$ cat src/rlac_pkg.sv
package rlac_pkg;

  // ---------------------------------------------------------------
  // sizes
  // ---------------------------------------------------------------
  localparam int NUM_CH = 4;           // converter channels
  localparam int RES_W  = 16;          // internal comparison width
  localparam int THR_W  = 12;          // threshold field width
  localparam int PAD_W  = 4;           // widening pad width
  localparam int ADR_W  = 8;           // bus byte address width
  localparam int DAT_W  = 32;          // bus data width
  localparam int SEL_W  = 4;           // bus byte lanes
  localparam int STAT_W = 9;           // status and mask width

  // ---------------------------------------------------------------
  // field layout of the threshold words
  // ---------------------------------------------------------------
  localparam int AFLD_MSB = 15;        // address field top
  localparam int AFLD_LSB = 12;        // address field bottom
  localparam int TFLD_MSB = 11;        // threshold field top
  localparam int TFLD_LSB = 0;         // threshold field bottom
  localparam logic [PAD_W-1:0] PAD_LOW  = 4'h0;  // lower limit pad
  localparam logic [PAD_W-1:0] PAD_HIGH = 4'hF;  // upper limit pad

  // ---------------------------------------------------------------
  // reset values and register address codes
  // ---------------------------------------------------------------
  localparam logic [THR_W-1:0] LOW_RST  = 12'h800;
  localparam logic [THR_W-1:0] HIGH_RST = 12'h7FF;
  localparam logic [3:0]       AFLD_RST = 4'h0;
  localparam logic [3:0]       LOW_CODE = 4'h1;   // lower register code
  localparam logic [3:0]       HIGH_CODE = 4'h2;  // upper register code
  localparam logic [1:0]       CTRL_RST = 2'h1;   // compare on, no freeze
  localparam int               MISS_BIT = 8;      // bad address flag

  // ---------------------------------------------------------------
  // bus byte offsets
  // ---------------------------------------------------------------
  localparam logic [ADR_W-1:0] OFS_THR  = 8'h00;  // threshold write port
  localparam logic [ADR_W-1:0] OFS_LOW  = 8'h04;  // lower readback
  localparam logic [ADR_W-1:0] OFS_HIGH = 8'h08;  // upper readback
  localparam logic [ADR_W-1:0] OFS_STAT = 8'h0C;  // alert status
  localparam logic [ADR_W-1:0] OFS_MASK = 8'h10;  // interrupt mask
  localparam logic [ADR_W-1:0] OFS_CTRL = 8'h14;  // control
  localparam logic [ADR_W-1:0] OFS_RES  = 8'h20;  // first result word

  // ---------------------------------------------------------------
  // carriers and states
  // ---------------------------------------------------------------
  typedef struct packed {
    logic             cyc;
    logic             stb;
    logic             we;
    logic [ADR_W-1:0] adr;
    logic [SEL_W-1:0] sel;
    logic [DAT_W-1:0] dat;
  } rlac_wb_req_t;

  typedef struct packed {
    logic                         valid;
    logic [NUM_CH-1:0][RES_W-1:0] res;
  } rlac_conv_t;

  typedef enum logic [1:0] {
    BUS_IDLE = 2'b01,
    BUS_ACK  = 2'b10
  } rlac_bus_st_t;

endpackage

$ cat src/rlac_cmp.sv
`timescale 1ns/10ps
module rlac_cmp #(
  parameter int THR_W = 12,
  parameter int PAD_W = 4
) (
  input  wire logic [THR_W+PAD_W-1:0] result_i,  // conversion result
  input  wire logic [THR_W-1:0]       low_thr_i, // lower threshold field
  input  wire logic [THR_W-1:0]       high_thr_i,// upper threshold field
  output logic                        under_o,   // result below limit
  output logic                        over_o     // result above limit
);
  import rlac_pkg::*;

  // pad constants are fixed at the package pad width
  if (PAD_W != $bits(PAD_LOW)) begin : g_bad_pad
    $error("pad width must match the pad constants");
  end

  // ---------------------------------------------------------------
  // widened limits
  // ---------------------------------------------------------------
  logic [THR_W+PAD_W-1:0] low_lim;
  logic [THR_W+PAD_W-1:0] high_lim;

  // pad low with zeros, high with ones
  assign low_lim  = {low_thr_i, PAD_LOW};
  assign high_lim = {high_thr_i, PAD_HIGH};

  // strict compares, equal never alerts
  assign under_o = (result_i < low_lim);
  assign over_o  = (result_i > high_lim);

endmodule // rlac_cmp

$ cat src/rlac_sticky.sv
`timescale 1ns/10ps
module rlac_sticky #(
  parameter int W = 9
) (
  input  wire logic         clk_i,   // clock
  input  wire logic         rst_i,   // sync reset, high
  input  wire logic         ce_i,    // clock enable
  input  wire logic [W-1:0] set_i,   // event pulses
  input  wire logic [W-1:0] clr_i,   // clear pulses
  input  wire logic [W-1:0] mask_i,  // interrupt enables
  output logic      [W-1:0] flags_o, // sticky flags
  output logic              irq_o    // level interrupt
);
  import rlac_pkg::*;

  logic [W-1:0] flags_q;
  logic [W-1:0] flags_d;

  // set wins over a clear in the same cycle
  assign flags_d = (flags_q & ~clr_i) | set_i;
  assign flags_o = flags_q;
  assign irq_o   = |(flags_q & mask_i);

  // flag storage
  always_ff @(posedge clk_i) begin
    if (rst_i) begin
      flags_q <= '0;
    end else if (ce_i) begin
      flags_q <= flags_d;
    end
  end

endmodule // rlac_sticky

$ cat src/rlac_top.sv
// Added by the designer: the Wishbone interface to the registers and the register offsets.
`timescale 1ns/10ps
module rlac_top #(
  parameter int NCH = rlac_pkg::NUM_CH,
  parameter int RW  = rlac_pkg::RES_W,
  parameter int TW  = rlac_pkg::THR_W,
  parameter logic [3:0] LOW_SEL  = rlac_pkg::LOW_CODE,
  parameter logic [3:0] HIGH_SEL = rlac_pkg::HIGH_CODE
) (
  input  wire logic                 clk_i,    // clock, 20 MHz
  input  wire logic                 rst_i,    // sync reset, high
  input  wire logic                 ce_i,     // clock enable
  input  wire rlac_pkg::rlac_wb_req_t wb_i,   // bus request
  output logic [rlac_pkg::DAT_W-1:0] wb_dat_o,// bus read data
  output logic                      wb_ack_o, // bus acknowledge
  input  wire rlac_pkg::rlac_conv_t conv_i,   // conversion results
  output logic                      alert_o,  // any channel flag set
  output logic                      irq_o     // masked interrupt
);
  import rlac_pkg::*;

  // ---------------------------------------------------------------
  // local bit positions
  // ---------------------------------------------------------------
  localparam int BYTE_W   = 8;   // one bus byte lane
  localparam int WORD_SH  = 2;   // byte offset to word index shift
  localparam int EN_BIT   = 0;   // ctrl compare enable
  localparam int HOLD_BIT = 1;   // ctrl result freeze
  localparam int CTRL_W   = 2;   // ctrl register width

  // ---------------------------------------------------------------
  // elaboration checks
  // ---------------------------------------------------------------
  if (RW != TW + PAD_W) begin : g_bad_width
    $error("result width must equal threshold width plus pad");
  end
  if (NCH < 1 || 2 * NCH > MISS_BIT) begin : g_bad_nch
    $error("channel count does not fit the status layout");
  end
  if (LOW_SEL == HIGH_SEL) begin : g_bad_code
    $error("threshold address codes must differ");
  end
  if (TW != TFLD_MSB - TFLD_LSB + 1) begin : g_bad_thr
    $error("threshold width does not match field layout");
  end
  if (NCH > NUM_CH || RW != RES_W) begin : g_bad_carrier
    $error("channel count or width exceeds the result carrier");
  end
  if (STAT_W <= BYTE_W || STAT_W <= MISS_BIT) begin : g_bad_stat
    $error("status layout needs a second mask lane");
  end

  // ---------------------------------------------------------------
  // declarations
  // ---------------------------------------------------------------
  rlac_bus_st_t       bus_q;
  rlac_bus_st_t       bus_d;
  logic [DAT_W-1:0]   dat_q;
  logic [DAT_W-1:0]   dat_d;
  logic [3:0]         low_afld_q;
  logic [TW-1:0]      low_thr_q;
  logic [3:0]         high_afld_q;
  logic [TW-1:0]      high_thr_q;
  logic [STAT_W-1:0]  mask_q;
  logic [CTRL_W-1:0]  ctrl_q;
  logic [STAT_W-1:0]  snap_q;
  logic [NCH-1:0][RW-1:0] res_q;

  logic               req;
  logic               commit;
  logic               wr_go;
  logic               rd_go;
  logic               lanes_lo;
  logic               lanes_all;
  logic [3:0]         wr_code;
  logic               hit_thr;
  logic               hit_low;
  logic               hit_high;
  logic               hit_stat;
  logic               hit_mask;
  logic               hit_ctrl;
  logic               hit_res;
  logic [ADR_W-1:0]   res_ofs;
  logic [ADR_W-WORD_SH-1:0] res_idx;
  logic               res_ok;
  logic               thr_wr;
  logic               low_wr;
  logic               high_wr;
  logic               miss_wr;
  logic               mask_wr;
  logic               ctrl_wr;
  logic               stat_rd;
  logic               cmp_en;
  logic               res_hold;
  logic               conv_go;
  logic [NCH-1:0]     under;
  logic [NCH-1:0]     over;
  logic [STAT_W-1:0]  set_ev;
  logic [STAT_W-1:0]  clr_ev;
  logic [STAT_W-1:0]  flags;
  logic [DAT_W-1:0]   rd_mux;
  logic [DAT_W-1:0]   res_word;
  logic [DAT_W-1:0]   low_word;
  logic [DAT_W-1:0]   high_word;
  logic [DAT_W-1:0]   stat_word;
  logic [DAT_W-1:0]   mask_word;
  logic [DAT_W-1:0]   ctrl_word;
  logic [TW-1:0]      wr_fld;
  logic               mask_lo_wr;
  logic               mask_hi_wr;

  // ---------------------------------------------------------------
  // bus decode
  // ---------------------------------------------------------------
  // request present, committed on the edge that sees ack
  assign req      = wb_i.cyc & wb_i.stb;
  assign commit   = req & (bus_q == BUS_ACK);
  assign wr_go    = commit & wb_i.we;
  assign rd_go    = commit & ~wb_i.we;
  assign lanes_lo = wb_i.sel[0];
  assign lanes_all = wb_i.sel[0] & wb_i.sel[1];

  // offset matches
  assign hit_thr  = (wb_i.adr == OFS_THR);
  assign hit_low  = (wb_i.adr == OFS_LOW);
  assign hit_high = (wb_i.adr == OFS_HIGH);
  assign hit_stat = (wb_i.adr == OFS_STAT);
  assign hit_mask = (wb_i.adr == OFS_MASK);
  assign hit_ctrl = (wb_i.adr == OFS_CTRL);

  // result words, one per channel from the base offset
  assign res_ofs  = wb_i.adr - OFS_RES;
  assign res_idx  = res_ofs[ADR_W-1:WORD_SH];
  assign res_ok   = (res_ofs[WORD_SH-1:0] == '0);
  assign hit_res  = (wb_i.adr >= OFS_RES) & res_ok &
                    (res_idx < (ADR_W-WORD_SH)'(NCH));

  // ---------------------------------------------------------------
  // threshold write steering
  // ---------------------------------------------------------------
  // the word's own address field picks the register
  assign wr_code  = wb_i.dat[AFLD_MSB:AFLD_LSB];
  assign wr_fld   = wb_i.dat[TFLD_MSB:TFLD_LSB];
  assign thr_wr   = wr_go & hit_thr & lanes_all;
  assign low_wr   = thr_wr & (wr_code == LOW_SEL);
  assign high_wr  = thr_wr & (wr_code == HIGH_SEL);
  assign miss_wr  = thr_wr & ~low_wr & ~high_wr;

  // mask per byte lane, control on the low lane
  assign mask_wr    = wr_go & hit_mask;
  assign mask_lo_wr = mask_wr & wb_i.sel[0];
  assign mask_hi_wr = mask_wr & wb_i.sel[1];
  assign ctrl_wr    = wr_go & hit_ctrl & lanes_lo;

  // status clears: read clears what was shown, write one clears
  assign stat_rd  = rd_go & hit_stat;
  assign clr_ev   = (stat_rd ? snap_q : '0) |
                    ((wr_go & hit_stat) ? wb_i.dat[STAT_W-1:0] : '0);

  // ---------------------------------------------------------------
  // read data selection
  // ---------------------------------------------------------------
  // register words, zeros above each field
  assign low_word  = DAT_W'({low_afld_q, low_thr_q});
  assign high_word = DAT_W'({high_afld_q, high_thr_q});
  assign stat_word = DAT_W'(flags);
  assign mask_word = DAT_W'(mask_q);
  assign ctrl_word = DAT_W'(ctrl_q);
  assign res_word  = hit_res ? DAT_W'(res_q[res_idx]) : '0;
  assign rd_mux =
    hit_low  ? low_word  :
    hit_high ? high_word :
    hit_stat ? stat_word :
    hit_mask ? mask_word :
    hit_ctrl ? ctrl_word :
    res_word;

  // ---------------------------------------------------------------
  // bus state machine
  // ---------------------------------------------------------------
  // one idle cycle to fetch data, then ack for one cycle
  always_comb begin
    bus_d = bus_q;
    dat_d = dat_q;
    unique case (bus_q)
      BUS_IDLE: begin
        if (req) begin
          bus_d = BUS_ACK;
          dat_d = wb_i.we ? '0 : rd_mux;
        end
      end
      BUS_ACK: begin
        bus_d = BUS_IDLE;
      end
      default: begin
        bus_d = BUS_IDLE;
      end
    endcase
  end

  // bus registers
  always_ff @(posedge clk_i) begin
    if (rst_i) begin
      bus_q <= BUS_IDLE;
      dat_q <= '0;
    end else if (ce_i) begin
      bus_q <= bus_d;
      dat_q <= dat_d;
    end
  end

  // ack only while the request still stands
  assign wb_ack_o = (bus_q == BUS_ACK) & req;
  assign wb_dat_o = dat_q;

  // status snapshot taken with the read data
  always_ff @(posedge clk_i) begin
    if (rst_i) begin
      snap_q <= '0;
    end else if (ce_i && bus_q == BUS_IDLE && req) begin
      snap_q <= flags;
    end
  end

  // ---------------------------------------------------------------
  // threshold registers
  // ---------------------------------------------------------------
  // lower register, address field kept as written
  always_ff @(posedge clk_i) begin
    if (rst_i) begin
      low_afld_q <= AFLD_RST;
      low_thr_q  <= LOW_RST;
    end else if (ce_i && low_wr) begin
      low_afld_q <= wr_code;
      low_thr_q  <= wr_fld;
    end
  end

  // upper register, address field kept as written
  always_ff @(posedge clk_i) begin
    if (rst_i) begin
      high_afld_q <= AFLD_RST;
      high_thr_q  <= HIGH_RST;
    end else if (ce_i && high_wr) begin
      high_afld_q <= wr_code;
      high_thr_q  <= wr_fld;
    end
  end

  // ---------------------------------------------------------------
  // mask and control
  // ---------------------------------------------------------------
  // mask honours its two low byte lanes
  always_ff @(posedge clk_i) begin
    if (rst_i) begin
      mask_q <= '0;
    end else if (ce_i) begin
      if (mask_lo_wr) begin
        mask_q[BYTE_W-1:0] <= wb_i.dat[BYTE_W-1:0];
      end
      if (mask_hi_wr) begin
        mask_q[STAT_W-1:BYTE_W] <= wb_i.dat[STAT_W-1:BYTE_W];
      end
    end
  end

  // bit 0 enables compares, bit 1 holds result capture
  always_ff @(posedge clk_i) begin
    if (rst_i) begin
      ctrl_q <= CTRL_RST;
    end else if (ce_i && ctrl_wr) begin
      ctrl_q <= wb_i.dat[CTRL_W-1:0];
    end
  end

  // control bits and the qualified conversion strobe
  assign cmp_en   = ctrl_q[EN_BIT];
  assign res_hold = ctrl_q[HOLD_BIT];
  assign conv_go  = conv_i.valid & cmp_en;

  // ---------------------------------------------------------------
  // per channel compare and capture
  // ---------------------------------------------------------------
  for (genvar c = 0; c < NCH; c++) begin : g_ch
    // shared limits against this channel's result
    rlac_cmp #(
      .THR_W (TW),
      .PAD_W (PAD_W)
    ) u_cmp (
      .result_i   (conv_i.res[c]),
      .low_thr_i  (low_thr_q),
      .high_thr_i (high_thr_q),
      .under_o    (under[c]),
      .over_o     (over[c])
    );

    // even bit low alert, odd bit high alert
    assign set_ev[2*c]   = conv_go & under[c];
    assign set_ev[2*c+1] = conv_go & over[c];

    // last result kept for software
    always_ff @(posedge clk_i) begin
      if (rst_i) begin
        res_q[c] <= '0;
      end else if (ce_i && conv_i.valid && !res_hold) begin
        res_q[c] <= conv_i.res[c];
      end
    end
  end

  // unused channel slots and bad address event
  if (2 * NCH < MISS_BIT) begin : g_pad
    assign set_ev[MISS_BIT-1:2*NCH] = '0;
  end
  assign set_ev[MISS_BIT] = miss_wr;

  // ---------------------------------------------------------------
  // sticky flags and interrupt
  // ---------------------------------------------------------------
  rlac_sticky #(
    .W (STAT_W)
  ) u_sticky (
    .clk_i   (clk_i),
    .rst_i   (rst_i),
    .ce_i    (ce_i),
    .set_i   (set_ev),
    .clr_i   (clr_ev),
    .mask_i  (mask_q),
    .flags_o (flags),
    .irq_o   (irq_o)
  );

  // alert pin shows any channel flag
  assign alert_o = |flags[2*NCH-1:0];

endmodule // rlac_top

$ cat config.mk
export PLATFORM = sky130hd
export DESIGN_NAME = rlac_top
export DESIGN_NICKNAME = d
export VERILOG_FILES = /design/src/rlac_pkg.sv /design/src/rlac_cmp.sv /design/src/rlac_sticky.sv /design/src/rlac_top.sv
export SDC_FILE = /design/constraint.sdc
export NUM_CORES = 1
export LEC_CHECK = 0
export BUFFER_PORTS_ARGS = -buffer_cell sky130_fd_sc_hd__buf_2
export CAP_MARGIN = 10
export CORE_MARGIN = 3
export CORE_UTILIZATION = 63
export CTS_BUF_LIST = sky130_fd_sc_hd__clkbuf_8
export DETAILED_ROUTE_END_ITERATION = 7
export PLACE_DENSITY = 0.95
export SYNTH_ARGS = -nofsm -noshare
export SYNTH_HDL_FRONTEND = slang
export SYNTH_SLANG_ARGS = --single-unit
$ cat constraint.sdc
create_clock -name clk_i -period 4.56 [get_ports clk_i]
set_input_delay 1.368 -clock clk_i [delete_from_list [all_inputs] [get_ports clk_i]]
set_output_delay 1.368 -clock clk_i [all_outputs]
set_load 0.02 [all_outputs]
==> results.sh, run 1 <==
export IMPL_fin_area_um2=9305
export IMPL_required_ns=3.19
export IMPL_cts_sinks=143
export IMPL_cts_root_buf="clkbuf_8"
export IMPL_irDropWorstVdd_uv=161.1
export IMPL_cts_htree_levels=4
export IMPL_fin_nets=1295
export IMPL_ant_nets=0
export IMPL_final_setup_viol_count=0
export IMPL_fin_skew_ns=0.009209
export IMPL_final_cell_mix="199 x nand2_1, 143 x dfxtp_1, 122 x a21oi_1, 114 x buf_2, 93 x ha_1"
export IMPL_finalCritPeriodShare=0.7336
export IMPL_slew_violations=0
export IMPL_clk_latency_ns=0.45
export IMPL_leakagePower_uw=0.003880
export IMPL_io_buffer_count=115
export IMPL_drc_errors=0
export IMPL_crit_arrival_ns=1.98
export IMPL_grt_usage=0.3424
export IMPL_synth_edf_count=0
export IMPL_critical_path_startpoint_type="primary input"
export IMPL_cts_reportedPaths_clkPinSlew_ns=0.07
export IMPL_route_vias_total=8064
export IMPL_avgSynthCellArea_um2=8.454
export IMPL_ys_ff_latch=143
export IMPL_grt_pass1_wl_um=38990
export IMPL_outcome="finished, final reports clean"
export IMPL_hold_buffers=0
export IMPL_dieHeight_um=121.6
export IMPL_cts_tree="built"
export IMPL_post_cts_buffers=0
export IMPL_drt_iter0_drc=1235
export IMPL_clock_path_buffers=2
export IMPL_numCtsBuffers=17
export IMPL_hold_violations=0
export IMPL_first_global_vias=7402
export IMPL_critical_path_class="primary input to output port"
export IMPL_drtPass1Iterations=8
export IMPL_pre_cts_slack_ns=1.117
export IMPL_synth_distinct_cells=56
export IMPL_period_needed_ns=3.345
export IMPL_cp_max_fo=5
export IMPL_fillers=1003
export IMPL_vias_per_cell=6.370
export IMPL_num_rows=41
export IMPL_overflow=0
export IMPL_power_density_nw_per_um2=266.0
export IMPL_tightest_slew_ns=1.102
export IMPL_cp_end_kind="output port"
export IMPL_wirelength_um=25040
export IMPL_synth_area_um2=8412
export IMPL_area_growth_pct=10.62
export IMPL_grt_setup_unrepaired="false"
export IMPL_antenna_found_initial=0
export IMPL_netlist_instances=995
export IMPL_min_path_type="flip-flop to flip-flop"
export IMPL_async_flop_share=0
export IMPL_max_slew_margin=0.2626
export IMPL_multi_input_comb_area_um2=5156
export IMPL_n_antenna_cell=0
export IMPL_fin_setup_tns_ns=0
export IMPL_io_pins=150
export IMPL_place_area_um2=8992
export IMPL_setup_ws_ns=1.215
export IMPL_die_w_um=121.6
export IMPL_globalplace_congestion=0.9903
export IMPL_synth_main_ff_cell="dfxtp_1"
export IMPL_postCtsResizedCells=0
export IMPL_yosysSeqAreaShare=0.3403
export IMPL_grt_start_max_net_pins=75
export IMPL_initial_core_util=0.6559
export IMPL_routedWlPerCell_um=19.78
export IMPL_ys_warnings_count=0
export IMPL_core_um2=12820
export IMPL_layout_commonest_cell="nand2_1"
export IMPL_place_hpwl_um=18960
export IMPL_regArea_um2=2863
export IMPL_drv_cap=0
export IMPL_dieArea_um2=14770
export IMPL_timing_fmax_ghz=0.2989
export IMPL_drive_above_1_share=0.1627
export IMPL_whs_ns=0.4522
-- report_power, final --
group | internal, uW | leakage, uW | switching, uW | total, uW
logic | 130 | 0.00255 | 222 | 352
clock network | 374 | 0.000167 | 443 | 818
registers | 1280 | 0.00116 | 24.0 | 1310
total | 1790 | 0.00388 | 689 | 2480
-- layer usage --
layer | track usage | part of all wire | up-vias
li1 | - | - | 3707
met5 | 0 | 0 | -
met4 | 0.1422 | 0.037 | 0
met3 | 0.06685 | 0.12 | 80
met1 | 0.4607 | 0.39 | 3744
met2 | 0.5420 | 0.46 | 533
-- layout make-up --
type                            instances  area share
Timing Repair Buffer                  127     0.07315
Tap cell                              172     0.02313
Clock inverter                          7    0.003362
Inverter                               26     0.01049
Clock buffer                           19     0.02810
Multi-Input combinational cell        772      0.5541
Sequential cell                       143      0.3077
-- cells in the mapped netlist (all sizes together), types with 2 or more instances --
master   instances  area share
a22o             2      0.0021
a222oi           8      0.0095
a211oi          12       0.011
a21boi           2      0.0018
o211ai           3      0.0027
o21ai           44       0.026
a21oi          122       0.073
nand2b          11      0.0082
nor4             9      0.0085
nand3b           3      0.0027
dfxtp          143        0.34
nor2b           12      0.0089
nand2          199       0.089
and4             2      0.0021
o21a             8      0.0071
nand4           11       0.010
buf             32       0.026
a211o           13       0.014
nor3b            7      0.0068
clkbuf          37       0.017
a21o             9      0.0080
and3             4      0.0030
inv             26       0.012
a221oi           4      0.0042
mux2i           31       0.037
o2111ai          5      0.0052
a22oi            6      0.0054
nor2            65       0.029
mux4            16       0.043
nor3            15       0.014
ha              93        0.14
or3              3      0.0028
and4b            2      0.0025
nand3           14      0.0095
o2bb2ai         13       0.014
-- path summary, 6_finish.rpt --
path | cells after the start | endpoint | startpoint | slack, ns
setup / recovery | 3 | wb_ack_o | wb_i[46] | 1.21
hold / removal | 2 | wb_dat_o[8]$_SDFFE_PP0P_ | wb_dat_o[8]$_SDFFE_PP0P_ | 0.45
setup reg to reg | 6 | low_thr_q[2]$_SDFFE_PP0P_ | bus_q[1]$_SDFFE_PP0P_ | 2.39
hold reg to reg | 2 | wb_dat_o[8]$_SDFFE_PP0P_ | wb_dat_o[8]$_SDFFE_PP0P_ | 0.45
-- flip-flops by register name, summed over array words and instances (netlist names) --
register	flops
bus_q	2
ctrl_q	2
high_afld_q	4
high_thr_q	12
low_afld_q	4
low_thr_q	12
mask_q	9
res_q	64
snap_q	9
u_sticky.flags_o	9
wb_dat_o	16
-- per-stage QoR --
stage,instances,power [uW],util
after global routing,1266,2556,0.7256
after detailed placement,1239,1672,0.7012
final,1266,2475,0.7256
after CTS,1265,2463,0.7240
after floorplan,1010,1542,-
after global placement,1239,1659,0.7012
-- worst max-delay path, cell delays in order --
cell and delay, ns:
buf_2 0.09, and4b_2 0.32, buf_2 0.20
-- kinds of logic (layout without fill, tap and decap cells) --
kind of cell             Yosys count  count (layout)  synth area share
AND/OR/NAND/NOR                  360             360            0.1995
AO/OA/AOI/OAI                    255             255            0.1864
flip-flops                       143             143            0.3403
buffers and inverters             95             179           0.05429
adder cells (fa/ha/maj)           93              93            0.1383
multiplexers                      47              47           0.07973
other                              1              16         0.0004458
XOR/XNOR                           1               1          0.001041
Note: power is estimated with default switching activity, not from simulation.
==> inputs of run 2 (changes only) <==
Settings changed: CORE_UTILIZATION 63 to 53, PLACE_DENSITY 0.95 to 0.88.
Clock period 4.56 ns to 3 ns, I/O delays scaled along.
==> results.sh, run 2 (same netlist as run 1, synthesis figures left out) <==
export IMPL_irDropWorstVdd_uv=312.2
export IMPL_core_um2=15370
export IMPL_vias_per_cell=6.127
export IMPL_clock_path_buffers=2
export IMPL_required_ns=2.10
export IMPL_final_cell_mix="199 x nand2_1, 143 x dfxtp_1, 122 x a21oi_1, 114 x buf_2, 93 x ha_1"
export IMPL_fin_nets=1309
export IMPL_min_path_type="flip-flop to flip-flop"
export IMPL_r2r_start="high_thr_q[8]$_SDFFE_PP1P_"
export IMPL_max_slew_margin=0.2487
export IMPL_die_w_um=132.0
export IMPL_initial_core_util=0.5473
export IMPL_power_frac_comb=0.127
export IMPL_crit_slowest_cell="dfxtp_1"
export IMPL_tightest_slew_ns=1.123
export IMPL_place_hpwl_um=19690
export IMPL_layoutNonFillerInstCount=1325
export IMPL_antenna_found_initial=2
export IMPL_hold_violations=0
export IMPL_timing_fmax_ghz=0.3937
export IMPL_grt_setup_unrepaired="false"
export IMPL_drt_iter0_drc=1216
export IMPL_cts_tree="built"
export IMPL_drtPass1Iterations=8
export IMPL_num_rows=45
export IMPL_p_int_uw=3195
export IMPL_dp_cells=1292
export IMPL_power_frac_clock=0.419
export IMPL_period_needed_ns=2.540
export IMPL_drive_above_1_share=0.1813
export IMPL_leakagePower_uw=0.004036
export IMPL_cts_sinks=143
export IMPL_cpPeakStageDelay_ns=0.37
export IMPL_crit_family="compound AO/OA/AOI/OAI gates"
export IMPL_power_density_nw_per_um2=450.8
export IMPL_cp_cell_sequence="a22o_1, a221oi_1, nand3_1, buf_2"
export IMPL_post_cts_buffers=0
export IMPL_grt_pass1_wl_um=40700
export IMPL_io_buffer_count=115
export IMPL_hold_buffers=0
export IMPL_first_global_vias=7820
export IMPL_multi_input_comb_area_um2=5156
export IMPL_dieHeight_um=132.0
export IMPL_wirelength_um=26310
export IMPL_critical_path_class="flip-flop to output port"
export IMPL_layout_commonest_cell="nand2_1"
export IMPL_crit_arrival_ns=1.64
export IMPL_numCtsBuffers=17
export IMPL_whs_ns=0.4533
export IMPL_critical_path_startpoint_type="flip-flop"
export IMPL_cp_end_kind="output port"
export IMPL_cp_num_buf_inv=1
export IMPL_route_vias_total=8118
export IMPL_grt_usage=0.2967
export IMPL_globalplace_congestion=0.9833
export IMPL_hold_start="res_q[59]$_SDFFE_PP0P_"
export IMPL_finalCritPeriodShare=0.8467
export IMPL_overflow=0
export IMPL_outcome="finished, final reports clean"
export IMPL_drv_cap=0
export IMPL_cts_reportedPaths_clkPinSlew_ns=0.09
export IMPL_sequentialPowerShare=0.455
export IMPL_clk_latency_ns=0.47
export IMPL_area_growth_pct=14.99
export IMPL_cp_max_fo=5
export IMPL_dieArea_um2=17420
export IMPL_io_pins=150
export IMPL_largest_register_ffs=64
export IMPL_switching_power_uw=1165
export IMPL_n_antenna_cell=0
export IMPL_routedWlPerCell_um=19.86
export IMPL_final_setup_viol_count=0
export IMPL_fin_setup_tns_ns=0
export IMPL_fillers=1300
export IMPL_swShare=0.2673
export IMPL_crit_start="u_sticky.flags_o[2]$_SDFFE_PP0P_"
export IMPL_grt_start_max_net_pins=65
export IMPL_ant_nets=0
export IMPL_top_register="res_q"
export IMPL_cts_htree_levels=4
export IMPL_postCtsResizedCells=0
export IMPL_drc_errors=0
export IMPL_fin_skew_ns=0.01261
export IMPL_slew_violations=0
export IMPL_cts_root_buf="clkbuf_8"
export IMPL_regArea_um2=2863
[run 2: per-stage QoR]
step                setup WS [ns]  instance area (um^2)  utilization  power [uW]
floorplan                  0.6678                  8468            -        2344
global placement           0.4010                  9184       0.5975        2539
detailed placement         0.3297                  9184       0.5975        2556
CTS                        0.4576                  9653       0.6280        4354
global route               0.3809                  9673       0.6293        4492
finish                     0.4600                  9673       0.6293        4360
[run 2: cell type report]
| cell class | count | area share |
|---|---|---|
| clock inverters | 13 | 0.02147 |
| inverters | 26 | 0.01009 |
| multi-input cells | 772 | 0.5330 |
| clock buffers | 19 | 0.02703 |
| repair buffers | 141 | 0.08511 |
| flip-flops and latches | 143 | 0.2960 |
| well taps | 211 | 0.02729 |
[run 2: power by group through the flow]
stage	clock network, uW	registers [uW]	logic [uW]
finish	1830	1980	554
global placement	0	2020	518
floorplan	0	2010	333
global route	1900	1990	603
CTS	1840	1980	539
detailed placement	0	2020	533
[run 2: worst paths after layout]
check	end	slack [ns]	depth (start not counted)
max reg2reg	u_sticky.flags_o[7]$_SDFFE_PP0P_	1.02	7
min	res_q[59]$_SDFFE_PP0P_	0.45	2
min reg2reg	res_q[59]$_SDFFE_PP0P_	0.45	2
max	irq_o	0.46	4
[run 2: routing by layer]
metal | vias to the layer above | track usage | share of wire
li1 | 3745 | - | -
met1 | 3825 | 0.3686 | 0.39
met2 | 456 | 0.4735 | 0.47
met3 | 90 | 0.09122 | 0.11
met4 | 2 | 0.1365 | 0.035
met5 | - | 0 | 0.00049
[run 2: tightest hold or removal path, cell delays in order (launching register included)]
cell,delay (ns)
dfxtp_1,0.31
nand2_1,0.05
a21oi_1,0.05
==> inputs of run 3 (changes only) <==
Settings changed: ABC_AREA set to 1, CORE_UTILIZATION 53 to 59, PLACE_DENSITY 0.88 to 0.92.
Clock period 3 ns to 2.39 ns, I/O delays scaled along.
==> results.sh, run 3 <==
export IMPL_fin_area_um2=9728
export IMPL_cp_end_kind="output port"
export IMPL_netlist_instances=1221
export IMPL_period_needed_ns=2.329
export IMPL_min_path_type="flip-flop to flip-flop"
export IMPL_cts_htree_levels=4
export IMPL_n_antenna_cell=0
export IMPL_initial_core_util=0.6110
export IMPL_critical_path_startpoint_type="flip-flop"
export IMPL_post_cts_buffers=0
export IMPL_synth_distinct_cells=37
export IMPL_cts_sinks=143
export IMPL_leakagePower_uw=0.004693
export IMPL_routedWlPerCell_um=17.19
export IMPL_max_slew_margin=0.6163
export IMPL_crit_arrival_ns=1.61
export IMPL_ff2ff_setup_slack_ns=0.39
export IMPL_slew_violations=0
export IMPL_outcome="complete, but fails checks"
export IMPL_grt_start_max_net_pins=96
export IMPL_num_rows=43
export IMPL_globalplace_congestion=1.032
export IMPL_drv_cap=0
export IMPL_cp_endpoint="irq_o"
export IMPL_pre_cts_slack_ns=0.1298
export IMPL_place_hpwl_um=19560
export IMPL_violations="DRC"
export IMPL_dieHeight_um=126.8
export IMPL_grt_usage=0.3200
export IMPL_setup_ws_ns=0.06094
export IMPL_final_setup_viol_count=0
export IMPL_tightest_slew_ns=0.5756
export IMPL_vias_per_cell=5.981
export IMPL_hold_buffers=0
export IMPL_io_pins=150
export IMPL_cts_root_buf="clkbuf_8"
export IMPL_drive_above_1_share=0.1634
export IMPL_first_global_vias=8326
export IMPL_dieArea_um2=16080
export IMPL_async_flop_share=0
export IMPL_required_ns=1.67
export IMPL_clock_path_buffers=2
export IMPL_power_density_nw_per_um2=528.0
export IMPL_drtPass1Iterations=8
export IMPL_finalCritPeriodShare=0.9745
export IMPL_avgSynthCellArea_um2=7.054
export IMPL_ys_warnings_count=0
export IMPL_synth_edf_count=0
export IMPL_timing_fmax_ghz=0.4294
export IMPL_synth_area_leaders="dfxtp_1 33%, ha_1 14%, nand2_1 11%, nor2_1 8.0%, o21ai_0 6.2%"
export IMPL_hold_violations=0
export IMPL_synth_area_um2=8613
export IMPL_grt_pass1_wl_um=41280
export IMPL_synth_main_ff_cell="dfxtp_1"
export IMPL_ant_nets=0
export IMPL_largest_register_ffs=64
export IMPL_area_growth_pct=12.94
export IMPL_synth_most_common_cell="nand2_1"
export IMPL_drt_iter0_drc=1043
export IMPL_fin_nets=1536
export IMPL_finalPower_uw=5136
export IMPL_drc_errors=2
export IMPL_die_w_um=126.8
export IMPL_cts_reportedPaths_clkPinSlew_ns=0.08
export IMPL_fillers=1140
export IMPL_numCtsBuffers=17
export IMPL_r2r_start="low_thr_q[7]$_SDFFE_PP0P_"
export IMPL_synthTopCellsByCount="258 x nand2_1, 184 x nor2_1, 143 x dfxtp_1"
export IMPL_ys_ff_latch=143
export IMPL_crit_start="u_sticky.flags_o[4]$_SDFFE_PP0P_"
export IMPL_place_area_um2=9326
export IMPL_fin_skew_ns=0.01342
export IMPL_wirelength_um=26140
export IMPL_core_um2=14100
export IMPL_irDropWorstVdd_uv=356.9
export IMPL_layout_commonest_cell="nand2_1"
export IMPL_io_buffer_count=115
export IMPL_reg2reg_to="u_sticky.flags_o[0]$_SDFFE_PP0P_"
export IMPL_post_route_util=0.6901
export IMPL_top_register="res_q"
export IMPL_synth_top_area_frac=0.3324
export IMPL_yosysSeqAreaShare=0.3324
export IMPL_antenna_found_initial=0
export IMPL_route_vias_total=9091
export IMPL_critical_path_class="flip-flop to output port"
export IMPL_clk_latency_ns=0.46
export IMPL_yosys_area_top_type="dfxtp_1"
export IMPL_cp_max_fo=6
export IMPL_final_cell_mix="258 x nand2_1, 183 x nor2_1, 143 x dfxtp_1, 115 x buf_2, 107 x o21ai_0"
export IMPL_cts_tree="built"
export IMPL_overflow=0
export IMPL_r2r_cells=9
-- run 3: critical path, cell delays in order, from the launching register on --
cell and delay (ns):
dfxtp_1 0.37, a22o_1 0.24, a221oi_2 0.20, nand3_1 0.15, buf_2 0.19
-- run 3: layout make-up --
| class | instances | area (um^2) | share of cell area |
|---|---|---|---|
| clock buffer | 18 | 247.7 | 0.02547 |
| sequential | 143 | 2863 | 0.2943 |
| clock inverter | 13 | 141.4 | 0.01453 |
| inverter | 83 | 314.1 | 0.03228 |
| tap | 180 | 225.2 | 0.02315 |
| multi-input combinational | 944 | 5144 | 0.5287 |
| timing repair buffer | 139 | 793.3 | 0.08154 |
-- run 3: cell families (layout without fill, tap and decap cells) --
kind of cell    Yosys count  count (layout)  synth area share
flops                   143             143            0.3324
compound gates          272             272            0.1748
simple gates            563             563            0.2780
buf+inv                 149             253           0.07931
fa+ha+maj                93              93            0.1351
other cells               1              16         0.0004354
-- run 3: timing repair --
action                     CTS  global route
setup endpoints to repair    0             1
gates resized for setup      0             2
hold endpoints to repair     0             0
-- run 3: power breakdown --
part,leakage [uW],switching (uW),internal [uW]
clock network,0.000196,959,950
logic,0.00333,459,241
registers,0.00117,55.8,2470
-- run 3: routing by layer --
layer	part of all wire	track usage
met3	0.096	0.06695
met2	0.46	0.5168
met1	0.39	0.4012
met5	0	0
met4	0.055	0.1710
-- run 3: how the worst min path moves through the flow --
stage          depth (start not counted)                       start  slack, ns                         end
6_report                               2  low_afld_q[3]$_SDFFE_PP0P_       0.45  low_afld_q[3]$_SDFFE_PP0P_
5_1_grt                                2  low_afld_q[1]$_SDFFE_PP0P_       0.47  low_afld_q[1]$_SDFFE_PP0P_
4_1_cts                                2  low_afld_q[3]$_SDFFE_PP0P_       0.45  low_afld_q[3]$_SDFFE_PP0P_
3_5_place_dp                           2  low_afld_q[3]$_SDFFE_PP0P_       0.43  low_afld_q[3]$_SDFFE_PP0P_
3_3_place_gp                           2  low_afld_q[3]$_SDFFE_PP0P_       0.43  low_afld_q[3]$_SDFFE_PP0P_
2_1_floorplan                          2  low_afld_q[2]$_SDFFE_PP0P_       0.42  low_afld_q[2]$_SDFFE_PP0P_
-- run 3: metrics by stage --
stage	cells	hold WS (ns)	TNS [ns]
2_1_floorplan	1236	0.4215	0
3_3_place_gp	1489	0.4277	0
3_5_place_dp	1489	0.4341	0
4_1_cts	1520	0.4458	0
5_1_grt	1520	0.4657	-0.01790
6_report	1520	0.4471	0
